`config.mk`:
```
export PLATFORM = sky130hd
export DESIGN_NAME = pise_irq_status
export DESIGN_NICKNAME = d
export VERILOG_FILES = /design/src/verilog/pise_pkg.sv /design/src/verilog/pise_irq_status.sv /design/src/verilog/pise_evt_bank.sv
export SDC_FILE = /design/constraint.sdc
export NUM_CORES = 1
export LEC_CHECK = 0
export ABC_AREA = 1
export BUFFER_PORTS_ARGS = -buffer_cell sky130_fd_sc_hd__buf_2
export CAP_MARGIN = 30
export CORE_MARGIN = 2
export CORE_UTILIZATION = 52
export CTS_CLUSTER_DIAMETER = 100
export DETAILED_ROUTE_END_ITERATION = 6
export PLACE_DENSITY = 0.85
export SLEW_MARGIN = 5
export SYNTH_ARGS = -nofsm -noshare
export SYNTH_HDL_FRONTEND = slang
export SYNTH_SLANG_ARGS = --single-unit
export TNS_END_PERCENT = 50
```
`constraint.sdc`:
```
create_clock -name i_clk -period 1.95 [get_ports i_clk]
set_input_delay 0 -clock i_clk [delete_from_list [all_inputs] [get_ports i_clk]]
set_output_delay 0 -clock i_clk [all_outputs]
set_load 0.05 [all_outputs]
```
`src/verilog/pise_pkg.sv`:
```
// Purpose: Shared constants and types of the event status and enable block
// Assumes: 16-bit management words, register addresses 5 bits wide
// Notes: Status flags sit in the upper byte, their enables in the lower byte
package pise_pkg;

  localparam int ADDR_W = 5;
  localparam int DATA_W = 16;
  localparam int EVT_W = 8;

  // Register addresses
  localparam logic [4:0] ADDR_FIRST = 5'h12;
  localparam logic [4:0] ADDR_SECOND = 5'h13;

  // Field positions
  localparam int STATUS_LSB = 8;
  localparam int ENABLE_LSB = 0;

  // Event index inside each byte of the first register
  localparam int FIRST_LINK_QUALITY = 7;
  localparam int FIRST_ENERGY = 6;
  localparam int FIRST_LINK_STATUS = 5;
  localparam int FIRST_SPEED = 4;
  localparam int FIRST_DUPLEX = 3;
  localparam int FIRST_AN_DONE = 2;
  localparam int FIRST_FALSE_CARRIER_HF = 1;
  localparam int FIRST_RX_FAULT_HF = 0;

  // Event index inside each byte of the second register
  localparam int SECOND_EEE_ERROR = 7;
  localparam int SECOND_AN_ERROR = 6;
  localparam int SECOND_PAGE_RX = 5;
  localparam int SECOND_LB_FIFO = 4;
  localparam int SECOND_CROSSOVER = 3;
  localparam int SECOND_SLEEP = 2;
  localparam int SECOND_POL_WOL = 1;
  localparam int SECOND_JABBER = 0;

  // Reset values
  localparam logic [7:0] FLAGS_RESET = 8'h00;
  localparam logic [7:0] ENABLES_RESET = 8'h00;
  localparam logic [15:0] RDATA_RESET = 16'h0000;
  localparam logic PIN_OUT_RESET = 1'b1;

  // Counter threshold for the half-full events
  localparam logic [15:0] HALF_FULL = 16'h007f;

  typedef struct packed {
    logic [7:0] flags;
    logic [7:0] enables;
  } pise_bank_type;

  function automatic logic pise_above_half(input logic [15:0] value);
    pise_above_half = (value > HALF_FULL);
  endfunction

endpackage

```
`src/verilog/pise_irq_status.sv`:
```
// Purpose: Interrupt status and enable registers with the interrupt pin
// Assumes: Event inputs are one-cycle pulses on i_clk; pin input is async
// Notes: Read data appears one cycle after the read strobe
//
// Operation
// - Link quality change while link is up sets first bit 15, enable 7.
// - Energy detect change sets first bit 14, gated by enable 6.
// - Link status change sets first bit 13, gated by enable 5.
// - Speed change sets first bit 12, gated by enable 4.
// - Duplex change sets first bit 11, gated by enable 3.
// - Auto-negotiation completion sets first bit 10, gated by enable 2.
// - False-carrier tally passing half full sets first bit 9, enable 1.
// - Receive-fault tally passing half full sets first bit 8, enable 0.
// - Energy-efficient Ethernet error sets second bit 15, gated by enable 7.
// - Auto-negotiation error sets second bit 14, gated by enable 6.
// - Page received sets second bit 13, gated by enable 5.
// - Loopback FIFO overflow or underflow sets second bit 12, enable 4.
// - Crossover change sets second bit 11, gated by enable 3.
// - Sleep mode event sets second bit 10, gated by enable 2.
// - Inverted polarity or wake-up packet sets shared second bit 9, enable 1.
// - Jabber detection sets second bit 8, gated by enable 0.
// - All flags and enables of both registers reset to zero.
// - Event interrupts reach the pin only with the global enable set.
// - Pin drives interrupt only when output enable is 1, else power-down input.
// - Polarity 0 idles low active high; 1 idles high active low.
// - Test bit forces an interrupt for as long as it is set.
`timescale 1ns/1ps
module pise_irq_status (
  input wire logic i_clk,
  input wire logic i_reset,
  input wire logic [4:0] i_reg_addr,
  input wire logic i_reg_wr,
  input wire logic i_reg_rd,
  input wire logic [15:0] i_reg_wdata,
  output logic [15:0] o_reg_rdata,
  output logic o_reg_rvalid,
  input wire logic i_link_up,
  input wire logic i_link_quality_change,
  input wire logic i_energy_change,
  input wire logic i_link_status_change,
  input wire logic i_speed_change,
  input wire logic i_duplex_change,
  input wire logic i_an_complete,
  input wire logic [7:0] i_false_carrier_tally,
  input wire logic [15:0] i_receive_fault_tally,
  input wire logic i_eee_error,
  input wire logic i_an_error,
  input wire logic i_page_received,
  input wire logic i_lb_fifo_error,
  input wire logic i_crossover_change,
  input wire logic i_sleep_event,
  input wire logic i_polarity_inverted,
  input wire logic i_wol_packet,
  input wire logic i_jabber,
  input wire logic i_global_irq_en,
  input wire logic i_test_irq,
  input wire logic i_irq_polarity,
  input wire logic i_irq_out_en,
  input wire logic i_irq_or_powerdown_pin_in,
  output logic o_irq_or_powerdown_pin_out,
  output logic o_irq_or_powerdown_pin_oe,
  output logic o_irq_request,
  output logic o_powerdown
);

  typedef struct packed {
    logic pin_meta;
    logic pin_sync;
    logic fc_above;
    logic rf_above;
    logic [15:0] rdata;
    logic rvalid;
    logic irq_req;
    logic pin_out;
    logic pin_oe;
    logic powerdown;
  } pise_top_type;

  pise_top_type state_r;
  pise_top_type state_nxt;

  logic [7:0] set_first;
  logic [7:0] set_second;
  logic [15:0] first_word;
  logic [15:0] second_word;
  logic first_pending;
  logic second_pending;
  logic rd_first;
  logic rd_second;
  logic wr_first;
  logic wr_second;
  logic fc_cmp;
  logic rf_cmp;

  function automatic logic addr_is(input logic [4:0] addr, input logic [4:0] target);
    addr_is = (addr == target);
  endfunction

  // Address decode
  assign rd_first = i_reg_rd && addr_is(i_reg_addr, pise_pkg::ADDR_FIRST);
  assign rd_second = i_reg_rd && addr_is(i_reg_addr, pise_pkg::ADDR_SECOND);
  assign wr_first = i_reg_wr && addr_is(i_reg_addr, pise_pkg::ADDR_FIRST);
  assign wr_second = i_reg_wr && addr_is(i_reg_addr, pise_pkg::ADDR_SECOND);

  // Half-full threshold crossings
  assign fc_cmp = pise_pkg::pise_above_half({8'h00, i_false_carrier_tally});
  assign rf_cmp = pise_pkg::pise_above_half(i_receive_fault_tally);

  // Event sources of the first register
  always_comb begin
    set_first = 8'h00;
    set_first[pise_pkg::FIRST_LINK_QUALITY] = i_link_quality_change && i_link_up;
    set_first[pise_pkg::FIRST_ENERGY] = i_energy_change;
    set_first[pise_pkg::FIRST_LINK_STATUS] = i_link_status_change;
    set_first[pise_pkg::FIRST_SPEED] = i_speed_change;
    set_first[pise_pkg::FIRST_DUPLEX] = i_duplex_change;
    set_first[pise_pkg::FIRST_AN_DONE] = i_an_complete;
    set_first[pise_pkg::FIRST_FALSE_CARRIER_HF] = fc_cmp && !state_r.fc_above;
    set_first[pise_pkg::FIRST_RX_FAULT_HF] = rf_cmp && !state_r.rf_above;
  end

  // Event sources of the second register
  always_comb begin
    set_second = 8'h00;
    set_second[pise_pkg::SECOND_EEE_ERROR] = i_eee_error;
    set_second[pise_pkg::SECOND_AN_ERROR] = i_an_error;
    set_second[pise_pkg::SECOND_PAGE_RX] = i_page_received;
    set_second[pise_pkg::SECOND_LB_FIFO] = i_lb_fifo_error;
    set_second[pise_pkg::SECOND_CROSSOVER] = i_crossover_change;
    set_second[pise_pkg::SECOND_SLEEP] = i_sleep_event;
    set_second[pise_pkg::SECOND_POL_WOL] = i_polarity_inverted || i_wol_packet;
    set_second[pise_pkg::SECOND_JABBER] = i_jabber;
  end

  pise_evt_bank u_first (
    .i_clk(i_clk),
    .i_reset(i_reset),
    .i_set(set_first),
    .i_wr(wr_first),
    .i_wdata(i_reg_wdata[7:0]),
    .i_rd_clr(rd_first),
    .o_word(first_word),
    .o_pending(first_pending)
  );

  pise_evt_bank u_second (
    .i_clk(i_clk),
    .i_reset(i_reset),
    .i_set(set_second),
    .i_wr(wr_second),
    .i_wdata(i_reg_wdata[7:0]),
    .i_rd_clr(rd_second),
    .o_word(second_word),
    .o_pending(second_pending)
  );

  always_comb begin
    state_nxt = state_r;
    // Pin input synchroniser
    state_nxt.pin_meta = i_irq_or_powerdown_pin_in;
    state_nxt.pin_sync = state_r.pin_meta;
    state_nxt.fc_above = fc_cmp;
    state_nxt.rf_above = rf_cmp;
    // Read data, unmapped addresses read zero
    state_nxt.rvalid = i_reg_rd;
    if (rd_first) begin
      state_nxt.rdata = first_word;
    end else if (rd_second) begin
      state_nxt.rdata = second_word;
    end else if (i_reg_rd) begin
      state_nxt.rdata = pise_pkg::RDATA_RESET;
    end
    // Interrupt request
    state_nxt.irq_req = (i_global_irq_en && (first_pending || second_pending))
                        || i_test_irq;
    state_nxt.pin_out = state_nxt.irq_req ^ i_irq_polarity;
    state_nxt.pin_oe = i_irq_out_en;
    state_nxt.powerdown = !i_irq_out_en && !state_r.pin_sync;
  end

  always_ff @(posedge i_clk) begin
    if (i_reset) begin
      state_r.pin_meta <= 1'b1;
      state_r.pin_sync <= 1'b1;
      state_r.fc_above <= 1'b0;
      state_r.rf_above <= 1'b0;
      state_r.rdata <= pise_pkg::RDATA_RESET;
      state_r.rvalid <= 1'b0;
      state_r.irq_req <= 1'b0;
      state_r.pin_out <= pise_pkg::PIN_OUT_RESET;
      state_r.pin_oe <= 1'b0;
      state_r.powerdown <= 1'b0;
    end else begin
      state_r <= state_nxt;
    end
  end

  assign o_reg_rdata = state_r.rdata;
  assign o_reg_rvalid = state_r.rvalid;
  assign o_irq_request = state_r.irq_req;
  assign o_irq_or_powerdown_pin_out = state_r.pin_out;
  assign o_irq_or_powerdown_pin_oe = state_r.pin_oe;
  assign o_powerdown = state_r.powerdown;
endmodule // pise_irq_status

```
`src/verilog/pise_evt_bank.sv`:
```
// Purpose: One 16-bit word of eight sticky event flags and eight enables
// Assumes: Set pulses come from logic on the same clock
// Notes: A set in the cycle of a clearing read keeps the flag set
`timescale 1ns/1ps
module pise_evt_bank (
  input wire logic i_clk,
  input wire logic i_reset,
  input wire logic [7:0] i_set,
  input wire logic i_wr,
  input wire logic [7:0] i_wdata,
  input wire logic i_rd_clr,
  output logic [15:0] o_word,
  output logic o_pending
);

  pise_pkg::pise_bank_type state_r;
  pise_pkg::pise_bank_type state_nxt;

  always_comb begin
    state_nxt = state_r;
    // Flags latch regardless of enable; read clears, set wins
    state_nxt.flags = (state_r.flags & ~{8{i_rd_clr}}) | i_set;
    if (i_wr) begin
      state_nxt.enables = i_wdata;
    end
  end

  always_ff @(posedge i_clk) begin
    if (i_reset) begin
      state_r.flags <= pise_pkg::FLAGS_RESET;
      state_r.enables <= pise_pkg::ENABLES_RESET;
    end else begin
      state_r <= state_nxt;
    end
  end

  assign o_word = {state_r.flags, state_r.enables};
  assign o_pending = |(state_r.flags & state_r.enables);

endmodule // pise_evt_bank

```
==> key figures, run 1 <==
Layout
  • Antenna cells: 0
  • Nets: approximately 480
  • Area grow syn2layout: 30.0%
  • Non-Filler Instances: about 470
  • Most frequent cells in the layout: 84 x nand2_1, 68 x buf_2, 57 x dfxtp_1
  • Share of layout cells above drive strength 1: 0.213
  • Commonest non-fill, non-tap cell in the layout: nand2_1

Power and ir drop
  • P_sw: approximately 0.57 mW
  • Clock power share: 0.374
  • Peak supply drop: between 0.4 and 0.5 mV
  • Register share of total power: 0.530
  • Design Power: around 2.3 mW
  • Combinational share of power: 0.096
  • Internal power: around 1.8 mW
  • Switching Fraction: 0.244
  • Lkg Pwr: around 1.6 nW
  • Cell area power density: around 760 mW/mm^2

Die
  • Row Count: 24
  • Die height: slightly above 70 um
  • Ports: 91
  • Initial Utilization: 0.543
  • Core ar.: approximately 0.0044 sq mm
  • Die width: around 70 um
  • Die Area: 0.00510 sq mm

Logic synthesis
  • Cell count after synthesis: roughly 330
  • Post-synth top flop: dfxtp_1
  • Seq cells post-synth: 57
  • Synth Area in Adders: 0
  • Ys async rst share: 0
  • Area share of xor/xnor cells in the synthesized design: 0
  • Compound-Gate Fraction of Synth Area: 0.0995
  • Post-synth EDFFs: 0
  • Synth cell types: 21
  • Largest family of logic cells by synthesized area: simple AND/OR/NAND/NOR gates
  • Mean post-synth cell area: 7.18 sq um
  • Synth top area share: 0.483
  • Area leader, netlist: dfxtp_1
  • Post-synthesis sequential area ratio: 0.483
  • Synth Net Count: around 400
  • Portion of netlist area occupied by mux cells: 0
  • Ranking of synthesized cells by area: dfxtp_1 48%, nand2_1 13%, nor2_1 7.6%
  • Mapped Area: between 0.002 and 0.0025 sq mm
  • Syn. warnings: 0
  • Post-Synth Simple-Gate Area: 0.288

Timing
  • Slew @ Worst Pin: 919 ps
  • Tmin final: approximately 1800 ps
  • Worst slew margin: 0.387
  • Final Hold Vio Count: 0
  • Fin Hold WS: between 15 and 20 ps
  • Slew Viols, Final: 0
  • RSZ-0062 raised after global routing: no
  • Peak Freq: approximately 0.56 GHz
  • Clk_skew: 4.81 ps
  • Final period utilization: 0.908
  • Final WS setup: around 180 ps
  • # setup viols final: 0
  • TNS Setup: 0 ps

Worst setup path
  • CP max FO: 3
  • Arr. time, crit path: roughly 2000 ps
  • Worst EP required: 2210 ps
  • Cell mode on critical path: nand2_1
  • Crit-path slowest cell: dlygate4sd3_1
  • Worst setup path start: u_first.o_word[9]
  • Worst setup EP type: flop
  • CP Cell Sequence: nand2_1 -> nand2_1 -> nor2_1 -> nand2_1 -> o21ai_0 -> nand3_1 -> dlygate4sd3_1 -> nand3_1
  • Critical Path Max Stage Delay: 570 ps
  • CP Class: flop to flop
  • WP buf/inv: 1
  • CP startpoint kind: flop
  • Reg2reg start: u_first.o_word[9]
  • Kind of cell adding the most delay to the critical path: buffers and inverters

Placed design
  • Hpwl dp: ~3.8 mm
  • GP Congestion: between 0.8 and 0.9
  • Dpl cells: around 420
  • I/O Buffers: 68
  • Post-place setup slack: around 650 ps

Route
  • Detailed Routing Iterations Pass 1: 4
  • Final wirelength: about 5.5 mm
  • DRC: 0
  • Vias per cell: around 4.9
  • Wire length per cell: around 12 um
  • DRT iter0 DRCs: 160
  • Routed vias: about 2300
  • Routed Antenna Nets: 0

GRT
  • Maximum number of pins on one net before global-route repair: 35
  • GRT Overall Usage: 0.238
  • Gr ovfl total: 0
  • Vias in the first global route: between 2000 and 2500
  • Initial antenna violation count: 0
  • First-pass GRT wire length: 9.38 mm

Outcome
  • Outcome: finished, final reports clean

Clocking
  • Post_cts resized: 0
  • Post-CTS Setup Bufs: 0
  • Number of buffers created by CTS: 9
  • Root Buffer: clkbuf_8
  • CTS tree: built
  • Clock Path Buffers: 2
  • Worst skew pair latency: between 300 and 400 ps
  • H-tree levels: 3
  • Clk sinks: between 50 and 60
  • Worst-path clk slew: ~60 ps

Hold path
  • Worst hold path class: input pin to flop
  • Hold path start: i_global_irq_en

Flow run
  • Max_cap viols: 0
-- cell usage after synthesis (2+ instances only) --
cell and instances:
a21oi_1 21, buf_2 2, buf_4 16, clkbuf_1 8
dfxtp_1 57, inv_1 31, inv_2 4, nand2_1 84
nand3_1 25, nor2_1 48, nor3_1 2, nor3_2 2
o211ai_1 5, o21ai_0 12, o21ai_1 5, or2_2 2
-- sequential cells by signal, indices dropped and copies added, names as in the netlist --
signal and count:
o_irq_or_powerdown_pin_oe 1, u_first.o_word 16, u_second.o_word 16, state_nxt 1, o_reg_rvalid 1, o_reg_rdata 16, o_powerdown 1, state_r 3
o_irq_or_powerdown_pin_out 1, o_irq_request 1
-- area by class of cell --
cell class,count,area (sq um)
Fill cell,358,1280
Clock buffer,13,139
Inverter,35,131
Multi-Input combinational cell,209,916
Timing Repair Buffer,102,676
Clock inverter,1,5.00
Sequential cell,57,1140
Tap cell,52,65.1
-- final timing paths --
path | endpoint | slack, ps | cells after the start
setup / recovery | o_irq_or_powerdown_pin_out | 180 | 8
hold / removal | o_irq_request | 20 | 3
setup reg to reg | o_irq_or_powerdown_pin_out | 180 | 8
hold reg to reg | o_powerdown | 390 | 1
-- cell families (layout without fill, tap and decap cells) --
group | after synthesis | count (layout)
flip-flops | 57 | 57
AND/OR/NAND/NOR | 165 | 165
AO/OA/AOI/OAI | 44 | 44
buffers and inverters | 63 | 151
-- per-stage QoR --
| step | area [sq um] | utilization |
|---|---|---|
| floorplan | 2360 | - |
| global placement | 2610 | 0.599 |
| detailed placement | 2610 | 0.599 |
| CTS | 3080 | 0.708 |
| global route | 3070 | 0.706 |
| finish | 3070 | 0.706 |
-- power groups by stage --
stage / clock network, mW / registers (mW) / logic (mW)
3_5_place_dp: 0 / 1.26 / 0.175
4_1_cts: 0.886 / 1.23 / 0.225
3_3_place_gp: 0 / 1.26 / 0.171
2_1_floorplan: 0 / 1.27 / 0.0871
6_report: 0.871 / 1.23 / 0.224
5_1_grt: 0.940 / 1.24 / 0.250
-- repair_timing --
item	4_1_cts	5_1_grt
endpoints found under the hold margin	36	0
hold buffers	33	0
endpoints found under the setup margin	0	2
-- metal layers --
layer  up-vias  wire (um)  global-route usage
met5         -          0                   0
met4         0        121              0.0860
met3        13        394              0.0830
met2        80       2540               0.385
met1      1008       2490               0.294
li1       1181          -                   -
-- worst register-to-register path, delay by kind of cell, from the launching register on --
family          cells  cell delay, ps
compound gates      1             290
buf+inv             1             570
simple gates        6             510
flops               1             330
Power figures use the tool's default switching activity.
==> run 2: changes to the inputs <==
--- a/config.mk
+++ b/config.mk
@@ -9,10 +9,10 @@
 export BUFFER_PORTS_ARGS = -buffer_cell sky130_fd_sc_hd__buf_2
 export CAP_MARGIN = 30
 export CORE_MARGIN = 2
-export CORE_UTILIZATION = 52
+export CORE_UTILIZATION = 43
 export CTS_CLUSTER_DIAMETER = 100
 export DETAILED_ROUTE_END_ITERATION = 6
-export PLACE_DENSITY = 0.85
+export PLACE_DENSITY = 0.75
 export SLEW_MARGIN = 5
 export SYNTH_ARGS = -nofsm -noshare
 export SYNTH_HDL_FRONTEND = slang
==> constraint.sdc (replaced) <==
create_clock -name i_clk -period 1.6 [get_ports i_clk]
set_input_delay 0 -clock i_clk [delete_from_list [all_inputs] [get_ports i_clk]]
set_output_delay 0 -clock i_clk [all_outputs]
set_load 0.05 [all_outputs]
==> run 2 against run 1 <==
Compared with the run above: utilization fell by 8.5 points; total power rose by 34%; die area rose by 20%; setup slack improved by 15 ps; critical path type is now input pin to flop; largest power group unchanged.
==> key figures, run 2 (synthesis gave the netlist of run 1 again) <==
Flow run
  • Max_cap viols: 0 (unchanged)

Placed design
  • Post-place setup slack: 317 ps (-328 ps)
  • I/O Buffers: 68 (unchanged)
  • GP Congestion: 0.837 (+2.4%)
  • Hpwl dp: 3.97 mm (+4.9%)

Clocking
  • Worst skew pair latency: 330 ps (about the same)
  • Number of buffers created by CTS: 9 (unchanged)
  • Post_cts resized: 0 (unchanged)
  • CTS tree: built
  • Root Buffer: clkbuf_8
  • Clk sinks: 57 (unchanged)
  • Worst-path clk slew: 60 ps (about the same)
  • H-tree levels: 3 (unchanged)
  • Clock Path Buffers: 2 (unchanged)

Route
  • Routed Antenna Nets: 0 (unchanged)
  • Routed vias: 2285 (+0.13%)
  • DRT iter0 DRCs: 102 (-36%)
  • Wire length per cell: 12.1 um (+2.5%)
  • Vias per cell: 4.60 (-5.5%)
  • DRC: 0 (unchanged)
  • Final wirelength: 6.02 mm (+8.6%)
  • Detailed Routing Iterations Pass 1: 4 (unchanged)

Timing
  • Peak Freq: 0.711 GHz
  • Tmin final: 1410 ps
  • Worst slew margin: 0.684 (+0.297)
  • Clk_skew: 4.84 ps (+0.0269 ps)
  • Final period utilization: 0.879
  • Final Hold Vio Count: 0 (unchanged)
  • # setup viols final: 0 (unchanged)
  • Final WS setup: 193 ps (+14.7 ps)
  • TNS Setup: 0 ps (unchanged)
  • Slew @ Worst Pin: 473 ps (-446 ps)
  • RSZ-0062 raised after global routing: no
  • Slew Viols, Final: 0 (unchanged)

Worst setup path
  • CP max FO: 2 (-1)
  • CP Class: input pin to flop
  • CP startpoint kind: input pin
  • Arr. time, crit path: 1630 ps (-400 ps)
  • Kind of cell adding the most delay to the critical path: buffers and inverters
  • R2r setup slk: 330 ps (+150 ps)
  • Reg2reg start: u_first.o_word[8]
  • CP Depth: 7 (-1)
  • Reg2reg end: o_irq_or_powerdown_pin_out
  • CP Cell Sequence: dlygate4sd3_1 -> buf_2 -> nor3_1 -> dlygate4sd3_1 -> nand4_1 -> inv_1 -> o31ai_1
  • Cell mode on critical path: dlygate4sd3_1
  • WP buf/inv: 4 (+3)
  • Crit-path slowest cell: dlygate4sd3_1
  • Worst setup EP type: flop
  • Reg2Reg Depth: 8 (unchanged)
  • Worst EP required: 1820 ps (-390 ps)
  • Critical Path Max Stage Delay: 590 ps (+20 ps)

GRT
  • First-pass GRT wire length: 10.0 mm (+6.8%)
  • Maximum number of pins on one net before global-route repair: 35 (unchanged)
  • Vias in the first global route: 2251 (+5.2%)
  • Initial antenna violation count: 0 (unchanged)
  • GRT Overall Usage: 0.217 (-0.0203)
  • Gr ovfl total: 0 (unchanged)

Layout
  • Share of layout cells above drive strength 1: 0.225 (+0.0114)
  • Area grow syn2layout: 36.6%
  • Commonest non-fill, non-tap cell in the layout: nand2_1
  • Final core occ: 0.620 (-0.0853)
  • Nets: 493 (+1.9%)
  • Antenna cells: 0 (unchanged)
  • Most frequent cells in the layout: 84 x nand2_1, 68 x buf_2, 57 x dfxtp_1
  • Filler instances: 491 (+37%)

Die
  • Ports: 91 (unchanged)
  • Die height: 78.1 um (+9.4%)
  • Row Count: 26 (+8.3%)
  • Die width: 78.1 um (+9.4%)
  • Core ar.: 0.00520 sq mm (+20%)
  • Die Area: 0.00611 sq mm (+20%)
  • Initial Utilization: 0.454 (-0.0887)

Outcome
  • Outcome: finished, final reports clean

Hold path
  • Hold path start: i_reset
  • Worst hold path class: input pin to flop
  • Hold-critical path depth: 3 (unchanged)
  • WHS Endpoint: u_first.o_word[9]

Power and ir drop
  • Cell area power density: 970 mW/mm^2 (+28%)
  • Lkg Pwr: 1.64 nW (+5.1%)
  • Design Power: 3.13 mW (+34%)
  • Peak supply drop: 0.633 mV (+35%)
## run 2: cell types whose count changed in the layout (fill, tap and decap cells not counted), sizes merged
cell and change:
clkinv +1, buf +3, clkbuf -1, bufinv +1
dlygate4sd3 +6
## run 2: stage by stage
step	hold slack [ps]	cells	area, sq um
after floorplan	76.8	329	2360
after global placement	178	444	2650
after detailed placement	184	444	2650
after CTS	110	497	3230
after global routing	137	497	3230
final	133	497	3230
## run 2: layout make-up
type                            instances  area (sq um)  area share
Sequential cell                        57          1140       0.353
Multi-Input combinational cell        209           916       0.284
Timing Repair Buffer                  111           758       0.235
Clock buffer                           12           155      0.0480
Inverter                               35           131      0.0407
Tap cell                               70          87.6      0.0271
Clock inverter                          3          40.0      0.0124
## run 2: tightest hold or removal path, cell delays in order
cell	delay (ps)
buf_2	100
buf_4	210
nor2_1	110
## run 2: report_power, final
part,internal (mW),switching (mW)
logic,0.150,0.145
registers,1.47,0.0338
clock network,0.790,0.545
## run 2: timing repair
| item | in CTS | in global routing |
|---|---|---|
| setup buffers | 0 | 0 |
| endpoints found under the setup margin | 0 | 0 |
| hold buffers | 38 | 0 |
| endpoints found under the hold margin | 37 | 0 |
## run 2: how the worst max path moves through the flow
stage / slack, ps / endpoint / from
after global placement: 340 / o_reg_rdata[0] / i_reg_addr[2]
final: 190 / u_first.o_word[8] / i_receive_fault_tally[7]
after floorplan: 520 / o_irq_or_powerdown_pin_out / u_first.o_word[14]
after global routing: 50 / u_first.o_word[8] / i_receive_fault_tally[7]
after detailed placement: 320 / u_second.o_word[13] / i_reg_addr[2]
after CTS: 310 / u_first.o_word[8] / i_receive_fault_tally[7]
## run 2: routing by layer
metal	track usage	share of wire
met5	0	0
met1	0.261	0.44
met4	0.0772	0.019
met2	0.367	0.49
met3	0.0678	0.051
